===== config.mk =====
export PLATFORM = sky130hd
export DESIGN_NAME = its_sequencer
export DESIGN_NICKNAME = d
export VERILOG_FILES = /design/src/pkg/its_pkg.sv /design/src/its_sync.sv /design/src/its_sequencer.sv
export SDC_FILE = /design/constraint.sdc
export NUM_CORES = 1
export LEC_CHECK = 0
export CAP_MARGIN = 20
export CORE_AREA = 2 2 107 109
export DETAILED_ROUTE_END_ITERATION = 10
export DIE_AREA = 0 0 109 111
export DONT_BUFFER_PORTS = 1
export RECOVER_POWER = 100
export SYNTH_ARGS = -nofsm -noshare
export SYNTH_HDL_FRONTEND = slang
export SYNTH_HIERARCHICAL = 1
export SYNTH_SLANG_ARGS = --single-unit

===== constraint.sdc =====
create_clock -name clk -period 1.85 [get_ports clk]
set_input_delay 0.37 -clock clk [delete_from_list [all_inputs] [get_ports clk]]
set_output_delay 0.37 -clock clk [all_outputs]
set_load 0.005 [all_outputs]

===== src/pkg/its_pkg.sv =====
// constants, operation codes and timing table for the instruction timing sequencer
// Contract
// - register-form extended add and subtract take 4 clocks (1/0) for byte or word, 8 (1/0) for long.
// - memory-form extended add or subtract take 18 (3/1) or 30 (5/2); memory compare 12 (3/0) or 20 (5/0).
// - decimal add or subtract with extend take 6 (1/0) on registers and 18 (3/1) on memory.
// - immediate and, exclusive-or and or to the code byte or status word take 20 clocks (3/0).
// - external reset takes 132 (1/0), halt takes 4 (0/0), nop/extend/swap/stack moves 4 (1/0), exchange 6.
// - status word write 12 (2/0), code byte write 12 (1/0), status read 6 (1/0) to register or 8 (1/1) to memory.
// - entries that need address calculation add that calculation's clocks, reads and writes.
// - link 16 (2/2), unlink 12 (3/0), subroutine return 16 (4/0), exception return 20 (5/0), restore return 20 (2/0).
// - peripheral lane move takes 16 clocks for word and 24 for long, with the listed bus cycles.
// - address and bus error processing take 50 clocks (4/7), covering stacking, vector and first fetch.
// - interrupt processing takes 44 clocks (5/3) with a four-clock acknowledge cycle.
// - after reset and halt are first sampled negated, execution starts 40 clocks later after 6 reads.
// - illegal, privilege, trace and trap take 34 (4/3), overflow trap 34 (5/3), bounds 40, divide-by-zero 38.
package its_pkg;

  // ********************************************************
  // operation codes
  // ********************************************************
  typedef enum logic [5:0] {
    OP_EXTENDED_ADD_RR_BW, OP_EXTENDED_ADD_RR_L, OP_EXTENDED_ADD_MM_BW, OP_EXTENDED_ADD_MM_L,
    OP_EXTENDED_SUBTRACT_RR_BW, OP_EXTENDED_SUBTRACT_RR_L, OP_EXTENDED_SUBTRACT_MM_BW,
    OP_EXTENDED_SUBTRACT_MM_L, OP_MEMORY_COMPARE_BW, OP_MEMORY_COMPARE_L,
    OP_DECIMAL_ADD_EXTEND_R, OP_DECIMAL_ADD_EXTEND_M, OP_DECIMAL_SUBTRACT_EXTEND_R,
    OP_DECIMAL_SUBTRACT_EXTEND_M, OP_AND_IMM_CODE, OP_AND_IMM_STATUS, OP_XOR_IMM_CODE,
    OP_XOR_IMM_STATUS, OP_OR_IMM_CODE, OP_OR_IMM_STATUS, OP_STATUS_READ_REG,
    OP_STATUS_READ_MEM, OP_CODE_WRITE, OP_STATUS_WRITE, OP_REGISTER_EXCHANGE, OP_EXTEND,
    OP_LINK, OP_USP_READ, OP_USP_WRITE, OP_NOP, OP_EXT_RESET, OP_EXCEPTION_RETURN,
    OP_RETURN_RESTORE_CODES, OP_SUB_RETURN, OP_HALT_WAIT, OP_SWAP, OP_FRAME_UNLINK,
    OP_LANE_MOVE_W_RM, OP_LANE_MOVE_W_MR, OP_LANE_MOVE_L_RM, OP_LANE_MOVE_L_MR,
    OP_EXC_ADDRESS_ERROR, OP_EXC_BUS_ERROR, OP_EXC_BOUNDS_CHECK, OP_EXC_DIVIDE_ZERO,
    OP_EXC_ILLEGAL, OP_EXC_INTERRUPT, OP_EXC_PRIVILEGE, OP_EXC_TRACE, OP_EXC_TRAP,
    OP_EXC_OVERFLOW_TRAP
  } its_op_t;

  localparam int unsigned ITS_CLK_W = 8;
  localparam int unsigned ITS_CYC_W = 4;
  // one bus cycle without wait states
  localparam logic [ITS_CLK_W-1:0] ITS_BUS_CLKS = 8'h04;
  // reset-to-execution start figures
  localparam logic [ITS_CLK_W-1:0] ITS_RESET_CLKS = 8'h28;
  localparam logic [ITS_CYC_W-1:0] ITS_RESET_READS = 4'h6;
  // flag: entry takes address calculation on top
  localparam int unsigned ITS_ENT_W = ITS_CLK_W + 2*ITS_CYC_W + 1;

  // ********************************************************
  // timing entry packer: clocks, reads, writes, address-calc flag
  // ********************************************************
  function automatic logic [ITS_ENT_W-1:0] its_ent(input int c, input int r, input int w,
                                                   input bit ea);
    its_ent = {c[ITS_CLK_W-1:0], r[ITS_CYC_W-1:0], w[ITS_CYC_W-1:0], ea};
  endfunction : its_ent

  function automatic logic [ITS_ENT_W-1:0] its_lookup(input its_op_t op);
    case (op)
      OP_EXTENDED_ADD_RR_BW, OP_EXTENDED_SUBTRACT_RR_BW: its_lookup = its_ent(4, 1, 0, 0);
      OP_EXTENDED_ADD_RR_L, OP_EXTENDED_SUBTRACT_RR_L: its_lookup = its_ent(8, 1, 0, 0);
      OP_EXTENDED_ADD_MM_BW, OP_EXTENDED_SUBTRACT_MM_BW: its_lookup = its_ent(18, 3, 1, 0);
      OP_EXTENDED_ADD_MM_L, OP_EXTENDED_SUBTRACT_MM_L: its_lookup = its_ent(30, 5, 2, 0);
      OP_MEMORY_COMPARE_BW: its_lookup = its_ent(12, 3, 0, 0);
      OP_MEMORY_COMPARE_L: its_lookup = its_ent(20, 5, 0, 0);
      OP_DECIMAL_ADD_EXTEND_R, OP_DECIMAL_SUBTRACT_EXTEND_R: its_lookup = its_ent(6, 1, 0, 0);
      OP_DECIMAL_ADD_EXTEND_M, OP_DECIMAL_SUBTRACT_EXTEND_M: its_lookup = its_ent(18, 3, 1, 0);
      OP_AND_IMM_CODE, OP_AND_IMM_STATUS, OP_XOR_IMM_CODE, OP_XOR_IMM_STATUS,
      OP_OR_IMM_CODE, OP_OR_IMM_STATUS: its_lookup = its_ent(20, 3, 0, 0);
      OP_STATUS_READ_REG: its_lookup = its_ent(6, 1, 0, 0);
      OP_STATUS_READ_MEM: its_lookup = its_ent(8, 1, 1, 1);
      OP_CODE_WRITE: its_lookup = its_ent(12, 1, 0, 1);
      OP_STATUS_WRITE: its_lookup = its_ent(12, 2, 0, 1);
      OP_REGISTER_EXCHANGE: its_lookup = its_ent(6, 1, 0, 0);
      OP_EXTEND, OP_USP_READ, OP_USP_WRITE, OP_NOP, OP_SWAP: its_lookup = its_ent(4, 1, 0, 0);
      OP_EXT_RESET: its_lookup = its_ent(132, 1, 0, 0);
      OP_HALT_WAIT: its_lookup = its_ent(4, 0, 0, 0);
      OP_LINK: its_lookup = its_ent(16, 2, 2, 0);
      OP_FRAME_UNLINK: its_lookup = its_ent(12, 3, 0, 0);
      OP_SUB_RETURN: its_lookup = its_ent(16, 4, 0, 0);
      OP_EXCEPTION_RETURN: its_lookup = its_ent(20, 5, 0, 0);
      OP_RETURN_RESTORE_CODES: its_lookup = its_ent(20, 2, 0, 0);
      OP_LANE_MOVE_W_RM: its_lookup = its_ent(16, 2, 2, 0);
      OP_LANE_MOVE_W_MR: its_lookup = its_ent(16, 4, 0, 0);
      OP_LANE_MOVE_L_RM: its_lookup = its_ent(24, 2, 4, 0);
      OP_LANE_MOVE_L_MR: its_lookup = its_ent(24, 6, 0, 0);
      OP_EXC_ADDRESS_ERROR, OP_EXC_BUS_ERROR: its_lookup = its_ent(50, 4, 7, 0);
      OP_EXC_INTERRUPT: its_lookup = its_ent(44, 5, 3, 0);
      OP_EXC_BOUNDS_CHECK: its_lookup = its_ent(40, 4, 3, 1);
      OP_EXC_DIVIDE_ZERO: its_lookup = its_ent(38, 4, 3, 1);
      OP_EXC_OVERFLOW_TRAP: its_lookup = its_ent(34, 5, 3, 0);
      OP_EXC_ILLEGAL, OP_EXC_PRIVILEGE, OP_EXC_TRACE, OP_EXC_TRAP:
        its_lookup = its_ent(34, 4, 3, 0);
      default: its_lookup = its_ent(4, 1, 0, 0);
    endcase
  endfunction : its_lookup

endpackage : its_pkg


===== src/its_sync.sv =====
// two-flop synchroniser for one asynchronous level
`timescale 1ns/1ns
`default_nettype none
module its_sync
  import its_pkg::*;
#(
  parameter logic RESET_VAL = 1'b0
)
(
  // clock and reset
  input wire logic clk,
  input wire logic rst_b,
  // level in and out
  input wire logic din,
  output logic dout
);

  logic meta_ff;
  logic sync_ff;

  // first flop is read only by the second
  always_ff @(posedge clk or negedge rst_b)
  begin
    if (!rst_b)
    begin
      meta_ff <= RESET_VAL;
      sync_ff <= RESET_VAL;
    end
    else
    begin
      meta_ff <= din;
      sync_ff <= meta_ff;
    end
  end

  assign dout = sync_ff;

endmodule : its_sync
`default_nettype wire


===== src/its_sequencer.sv =====
// instruction timing sequencer: paces each operation through clocks and bus cycles
`timescale 1ns/1ns
`default_nettype none
module its_sequencer
  import its_pkg::*;
(
  // clock and reset
  input wire logic clk,
  input wire logic rst_b,
  // core reset and halt pins, active low, asynchronous
  input wire logic reset_in_b,
  input wire logic halt_in_b,
  // operation request
  input wire logic op_valid,
  input wire its_op_t op_code,
  output logic op_ready,
  // address-calculation cost added to flagged entries
  input wire logic [ITS_CLK_W-1:0] ea_clks,
  input wire logic [ITS_CYC_W-1:0] ea_reads,
  input wire logic [ITS_CYC_W-1:0] ea_writes,
  // bus cycle strobes and completion from the bus partner
  output logic bus_req,
  output logic bus_write,
  input wire logic bus_ack_b,
  // status
  output logic running,
  output logic op_done,
  output logic [ITS_CLK_W+1:0] op_clocks
);

  // ********************************************************
  // pin synchronisation
  // ********************************************************
  logic reset_s_b;
  logic halt_s_b;
  logic ack_s_b;

  its_sync #(.RESET_VAL(1'b0)) u_sync_rst (.clk(clk), .rst_b(rst_b), .din(reset_in_b),
    .dout(reset_s_b));
  its_sync #(.RESET_VAL(1'b0)) u_sync_halt (.clk(clk), .rst_b(rst_b), .din(halt_in_b),
    .dout(halt_s_b));
  its_sync #(.RESET_VAL(1'b1)) u_sync_ack (.clk(clk), .rst_b(rst_b), .din(bus_ack_b),
    .dout(ack_s_b));

  // ********************************************************
  // sequencer state
  // ********************************************************
  typedef enum logic [2:0] {S_RESET, S_IDLE, S_BUS, S_INTERNAL, S_DONE} its_state_t;

  its_state_t state_ff, nxt_state;
  logic [ITS_CLK_W:0] rem_ff, nxt_rem;      // internal clocks still owed
  logic [ITS_CYC_W:0] rd_ff, nxt_rd;        // reads still owed
  logic [ITS_CYC_W:0] wr_ff, nxt_wr;        // writes still owed
  logic [1:0] phase_ff, nxt_phase;          // clock within a bus cycle
  logic write_ff, nxt_write;
  logic [ITS_CLK_W+1:0] cnt_ff, nxt_cnt;    // elapsed clocks of this operation
  logic [ITS_CLK_W+1:0] done_cnt_ff, nxt_done_cnt;
  logic run_ff, nxt_run;

  logic [ITS_ENT_W-1:0] ent;
  logic [ITS_CLK_W:0] tot_clk;
  logic [ITS_CYC_W:0] tot_rd;
  logic [ITS_CYC_W:0] tot_wr;
  logic [ITS_CLK_W+1:0] bus_clk;

  // table lookup with address calculation folded in
  always_comb
  begin
    ent = its_lookup(op_code);
    tot_clk = {1'b0, ent[ITS_ENT_W-1 -: ITS_CLK_W]};
    tot_rd = {1'b0, ent[2*ITS_CYC_W -: ITS_CYC_W]};
    tot_wr = {1'b0, ent[ITS_CYC_W -: ITS_CYC_W]};
    if (ent[0])
    begin
      tot_clk = tot_clk + {1'b0, ea_clks};
      tot_rd = tot_rd + {1'b0, ea_reads};
      tot_wr = tot_wr + {1'b0, ea_writes};
    end
    // bus cycles own four clocks each of the total
    bus_clk = ({1'b0, tot_rd} + {1'b0, tot_wr}) * ITS_BUS_CLKS;
  end

  // next-state logic
  always_comb
  begin
    nxt_state = state_ff;
    nxt_rem = rem_ff;
    nxt_rd = rd_ff;
    nxt_wr = wr_ff;
    nxt_phase = phase_ff;
    nxt_write = write_ff;
    nxt_cnt = cnt_ff;
    nxt_done_cnt = done_cnt_ff;
    nxt_run = run_ff;
    case (state_ff)
      S_RESET:
      begin
        // held while either pin is asserted; restart from the start
        nxt_run = 1'b0;
        if (reset_s_b && halt_s_b && !run_ff)
        begin
          // start-up: vector fetch then first instruction
          nxt_run = 1'b1;
          nxt_rd = {1'b0, ITS_RESET_READS};
          nxt_wr = '0;
          nxt_rem = {1'b0, ITS_RESET_CLKS} - {1'b0, ITS_RESET_READS, 2'b00};
          nxt_cnt = '0;
          nxt_phase = 2'b00;
          nxt_write = 1'b0;
          nxt_state = S_BUS;
        end
      end
      S_IDLE:
      begin
        if (op_valid)
        begin
          nxt_rd = tot_rd;
          nxt_wr = tot_wr;
          // clocks beyond the bus cycles are spent internally
          nxt_rem = (tot_clk > bus_clk[ITS_CLK_W:0]) ? tot_clk - bus_clk[ITS_CLK_W:0] : '0;
          nxt_cnt = '0;
          nxt_phase = 2'b00;
          nxt_write = (tot_rd == '0) && (tot_wr != '0);
          nxt_state = ((tot_rd | tot_wr) != '0) ? S_BUS : S_INTERNAL;
        end
      end
      S_BUS:
      begin
        nxt_cnt = cnt_ff + 1'b1;
        // last phase stretches until the partner acknowledges
        if (phase_ff != 2'b11)
          nxt_phase = phase_ff + 1'b1;
        else if (!ack_s_b)
        begin
          nxt_phase = 2'b00;
          if (write_ff)
            nxt_wr = wr_ff - 1'b1;
          else
            nxt_rd = rd_ff - 1'b1;
          // reads first, then writes, then the internal remainder
          if (!write_ff && rd_ff > 1)
            nxt_write = 1'b0;
          else if ((write_ff ? wr_ff - 1'b1 : wr_ff) != '0)
            nxt_write = 1'b1;
          else
          begin
            // drop the write flag so it never shows outside a bus cycle
            nxt_write = 1'b0;
            nxt_state = (rem_ff != '0) ? S_INTERNAL : S_DONE;
          end
        end
      end
      S_INTERNAL:
      begin
        nxt_cnt = cnt_ff + 1'b1;
        if (rem_ff <= 1)
        begin
          nxt_rem = '0;
          nxt_state = S_DONE;
        end
        else
          nxt_rem = rem_ff - 1'b1;
      end
      S_DONE:
      begin
        nxt_done_cnt = cnt_ff;
        nxt_state = S_IDLE;
      end
      default: nxt_state = S_RESET;
    endcase
    // reset or halt asserted aborts any sequence
    if (!reset_s_b || !halt_s_b)
    begin
      nxt_state = S_RESET;
      nxt_run = 1'b0;
      // a write cut short must not leave bus_write standing
      nxt_write = 1'b0;
    end
  end

  // state registers
  always_ff @(posedge clk or negedge rst_b)
  begin
    if (!rst_b)
    begin
      state_ff <= S_RESET;
      rem_ff <= '0;
      rd_ff <= '0;
      wr_ff <= '0;
      phase_ff <= 2'b00;
      write_ff <= 1'b0;
      cnt_ff <= '0;
      done_cnt_ff <= '0;
      run_ff <= 1'b0;
    end
    else
    begin
      state_ff <= nxt_state;
      rem_ff <= nxt_rem;
      rd_ff <= nxt_rd;
      wr_ff <= nxt_wr;
      phase_ff <= nxt_phase;
      write_ff <= nxt_write;
      cnt_ff <= nxt_cnt;
      done_cnt_ff <= nxt_done_cnt;
      run_ff <= nxt_run;
    end
  end

  // ********************************************************
  // outputs
  // ********************************************************
  assign op_ready = (state_ff == S_IDLE);
  assign bus_req = (state_ff == S_BUS);
  assign bus_write = write_ff;
  assign running = run_ff;
  assign op_done = (state_ff == S_DONE);
  // loads as the done state is left, so it trails op_done by one cycle
  assign op_clocks = done_cnt_ff;

endmodule : its_sequencer
`default_nettype wire


==> reports/metrics.yaml <==
outcome: "finished with violations"
violations: "setup timing"
wl_per_cell_um: 16.7
clk_pin_slew_ns: 0.07
max-slew-margin-rel: 0.110
grtUsageTotal: 0.234
drtPass1Iterations: 4
setup_viol: 44
start_kind: "primary input"
area_growth_pct: 46.0
num_antenna_cells: 0
ir_drop_v: 0.000628
min-delay-start: "bus_ack_b"
p_comb_frac: 0.558
vias_per_cell: 5.59
max_cap_violations: 0
synth-seq-cells: 52
ant_nets: 0
initial_core_util: 0.434
drive_gt1_frac: 0.437
yosysWarnings: 6
postSynthCellCount: 572
antenna_found_initial: 0
grt_setup_unrepaired: "true"
htree_levels: 2
netlist_top_cells_count: "o21ai_0, nor2_1, dfrtp_1"
fin_crit_sh: 2.26
p_leak_nw: 3.16
drc: 0
worstPathRequired_ns: 2.07
crit_type: "primary input to flip-flop"
synth_area_leaders: "dfrtp_1, ha_1, o21ai_0"
cts_buffers: 5
finalWorstSetupSlack_ns: -2.33
n_fill_cell: 929
fin_worst_skew_ns: 0.00738
r2r_start: "state_ff[1]"
path_max_fanout: 7
clk_path_buf_depth: 2
pwr-share-clk: 0.178
synthFlopType: "dfrtp_1"
synth_edf_count: 0
slew_violations: 0
pin_count: 43
clock_sinks: 52
grt_overflow: 0
core_area_mm2: 0.0111
hold_slack_ns: 0.0561
end_kind: "flip-flop"
drt-initial-drc-count: 163
synth_cell_type_count: 80
min_path_type: "primary input to flip-flop"
p_sw_mw: 2.24
grt_pass1_wl_um: 22800
num_rows: 39
power_density_mw_per_mm2: 804
cts-root-buf: "clkbuf_16"
wl_um: 14600
seq_power_share: 0.264
grt_max_degree: 53
die_h_um: 111
cts_tree: "built"
syn_area_per_cell_um2: 8.40
synth_most_common_cell: "o21ai_0"
utilization: 0.633
crit_path_start: "op_code[0]"
first_global_vias: 4935
numPortBuffers: 0
clock_latency_ns: 0.31
power_mw: 5.64
synth_nets: 648
seq_area_frac_synth: 0.271
nets: 803
async_flop_share: 1.00
critPathArrivalTime_ns: 4.40
p_int_mw: 3.40
tightest_slew_ns: 1.33
gp_congestion: 0.878
synth_top_area_share: 0.260
synth_area_leader_cell: "dfrtp_1"
vias: 4868
max_freq_mhz: 239
dpl.hpwl_um: 10000
post-route-min-period_ns: 4.18
die_area_mm2: 0.0121
syn_area_mm2: 0.00480
p_sw_frac: 0.396
die_width_um: 109
hold_viol_final: 0
-- critical path, cell delays in order --
cell,delay (ns)
clkinvlp_4,0.11
ha_4,0.26
or2_1,0.21
a21oi_2,0.15
a211oi_2,0.05
o32a_1,0.21
buf_4,0.15
fa_2,0.44
mux2_4,0.31
fa_2,0.40
nand2b_4,0.16
o21ai_4,0.14
xnor2_2,0.15
ha_4,0.18
buf_6,0.10
nor3_2,0.04
nor2_2,0.15
o221ai_2,0.12
a21boi_2,0.22
o211ai_2,0.15
buf_6,0.15
o221ai_2,0.16
-- sequential cells by signal, indices dropped and copies added (netlist names), 2 cells and up --
signal     cells
state_ff       3
phase_ff       2
op_clocks     10
wr_ff          5
cnt_ff        10
rd_ff          5
rem_ff         9
-- layer usage --
| layer | track usage | vias to the layer above | wire (µm) |
|---|---|---|---|
| li1 | - | 2376 | - |
| met4 | 0.0607 | 0 | 287 |
| met3 | 0.0429 | 31 | 549 |
| met1 | 0.286 | 2359 | 6130 |
| met2 | 0.414 | 102 | 7590 |
| met5 | 0 | - | 0 |
-- per-stage QoR --
stage | instance area, µm² | cells | setup WS [ns] | TNS [ns]
floorplan | 5000 | 572 | -2.24 | -27.40
global placement | 5980 | 822 | -2.51 | -33.09
detailed placement | 5980 | 822 | -2.68 | -35.13
CTS | 6570 | 853 | -2.22 | -27.36
global route | 7010 | 871 | -2.51 | -47.52
finish | 7010 | 871 | -2.33 | -32.13
-- cell usage in the layout (no fill, tap or decap), types with 4 or more instances in the layout --
cell type	synthesis	routed
o221ai_2	0	4
a21o_1	12	12
ha_4	0	13
mux2_2	13	12
inv_2	0	10
buf_4	0	146
inv_1	41	29
buf_6	5	15
nor4_1	5	4
nand2b_1	9	7
clkbuf_16	0	6
nand3_1	10	9
nor3_1	19	14
a21oi_2	0	12
nor2_1	51	49
nor3_2	0	4
xnor2_1	12	10
ha_2	0	4
o21ai_2	2	10
o21ai_0	53	36
nand3b_1	7	7
ha_1	43	26
mux2i_1	5	5
a31oi_1	5	4
xor2_1	9	7
a21oi_4	1	4
nand2_1	48	43
o21ai_1	4	11
a21oi_1	47	32
dfrtp_1	50	49
-- repair_timing --
action / CTS / global route
setup buffers: 22 / 22
pin swaps: 30 / 60
resized for setup: 55 / 76
cloned: 0 / 1
hold endpoints to repair: 52 / 0
setup endpoints to repair: 29 / 29
hold buffers: 2 / 0
-- logic make-up after synthesis --
logic type / share of synthesized area
AND/OR/NAND/NOR: 0.180
multiplexers: 0.0534
buffers and inverters: 0.0695
flip-flops: 0.271
XOR/XNOR: 0.0383
AO/OA/AOI/OAI: 0.254
adder cells (fa/ha/maj): 0.133
-- worst paths after layout --
check,endpoint,slack (ns),cells after the start
min in group asynchronous,state_ff[0],0.93,2
setup / recovery,rem_ff[3],-2.33,22
hold / removal,u_sync_ack/meta_ff,0.06,0
hold reg to reg,u_sync_halt/dout,0.35,0
max in group asynchronous,state_ff[0],0.05,2
setup reg to reg,cnt_ff[7],-0.31,7
-- power groups by stage --
stage          clock network, mW  registers (mW)  logic, mW
4_1_cts                     1.02            1.48       2.81
6_report                    1.00            1.49       3.15
2_1_floorplan                  0            1.47       1.63
3_3_place_gp                   0            1.50       2.46
5_1_grt                     1.06            1.51       3.43
3_5_place_dp                   0            1.51       2.51
-- cell type report --
| type | count | area [µm²] | share of cell area |
|---|---|---|---|
| inverter | 45 | 188 | 0.0268 |
| clock buffer | 5 | 125 | 0.0178 |
| timing repair buffer | 171 | 1380 | 0.197 |
| tap | 143 | 179 | 0.0255 |
| multi-input combinational | 452 | 3810 | 0.543 |
| clock inverter | 3 | 27.5 | 0.00392 |
| sequential | 52 | 1310 | 0.186 |
Power figures use the tool's default switching activity.
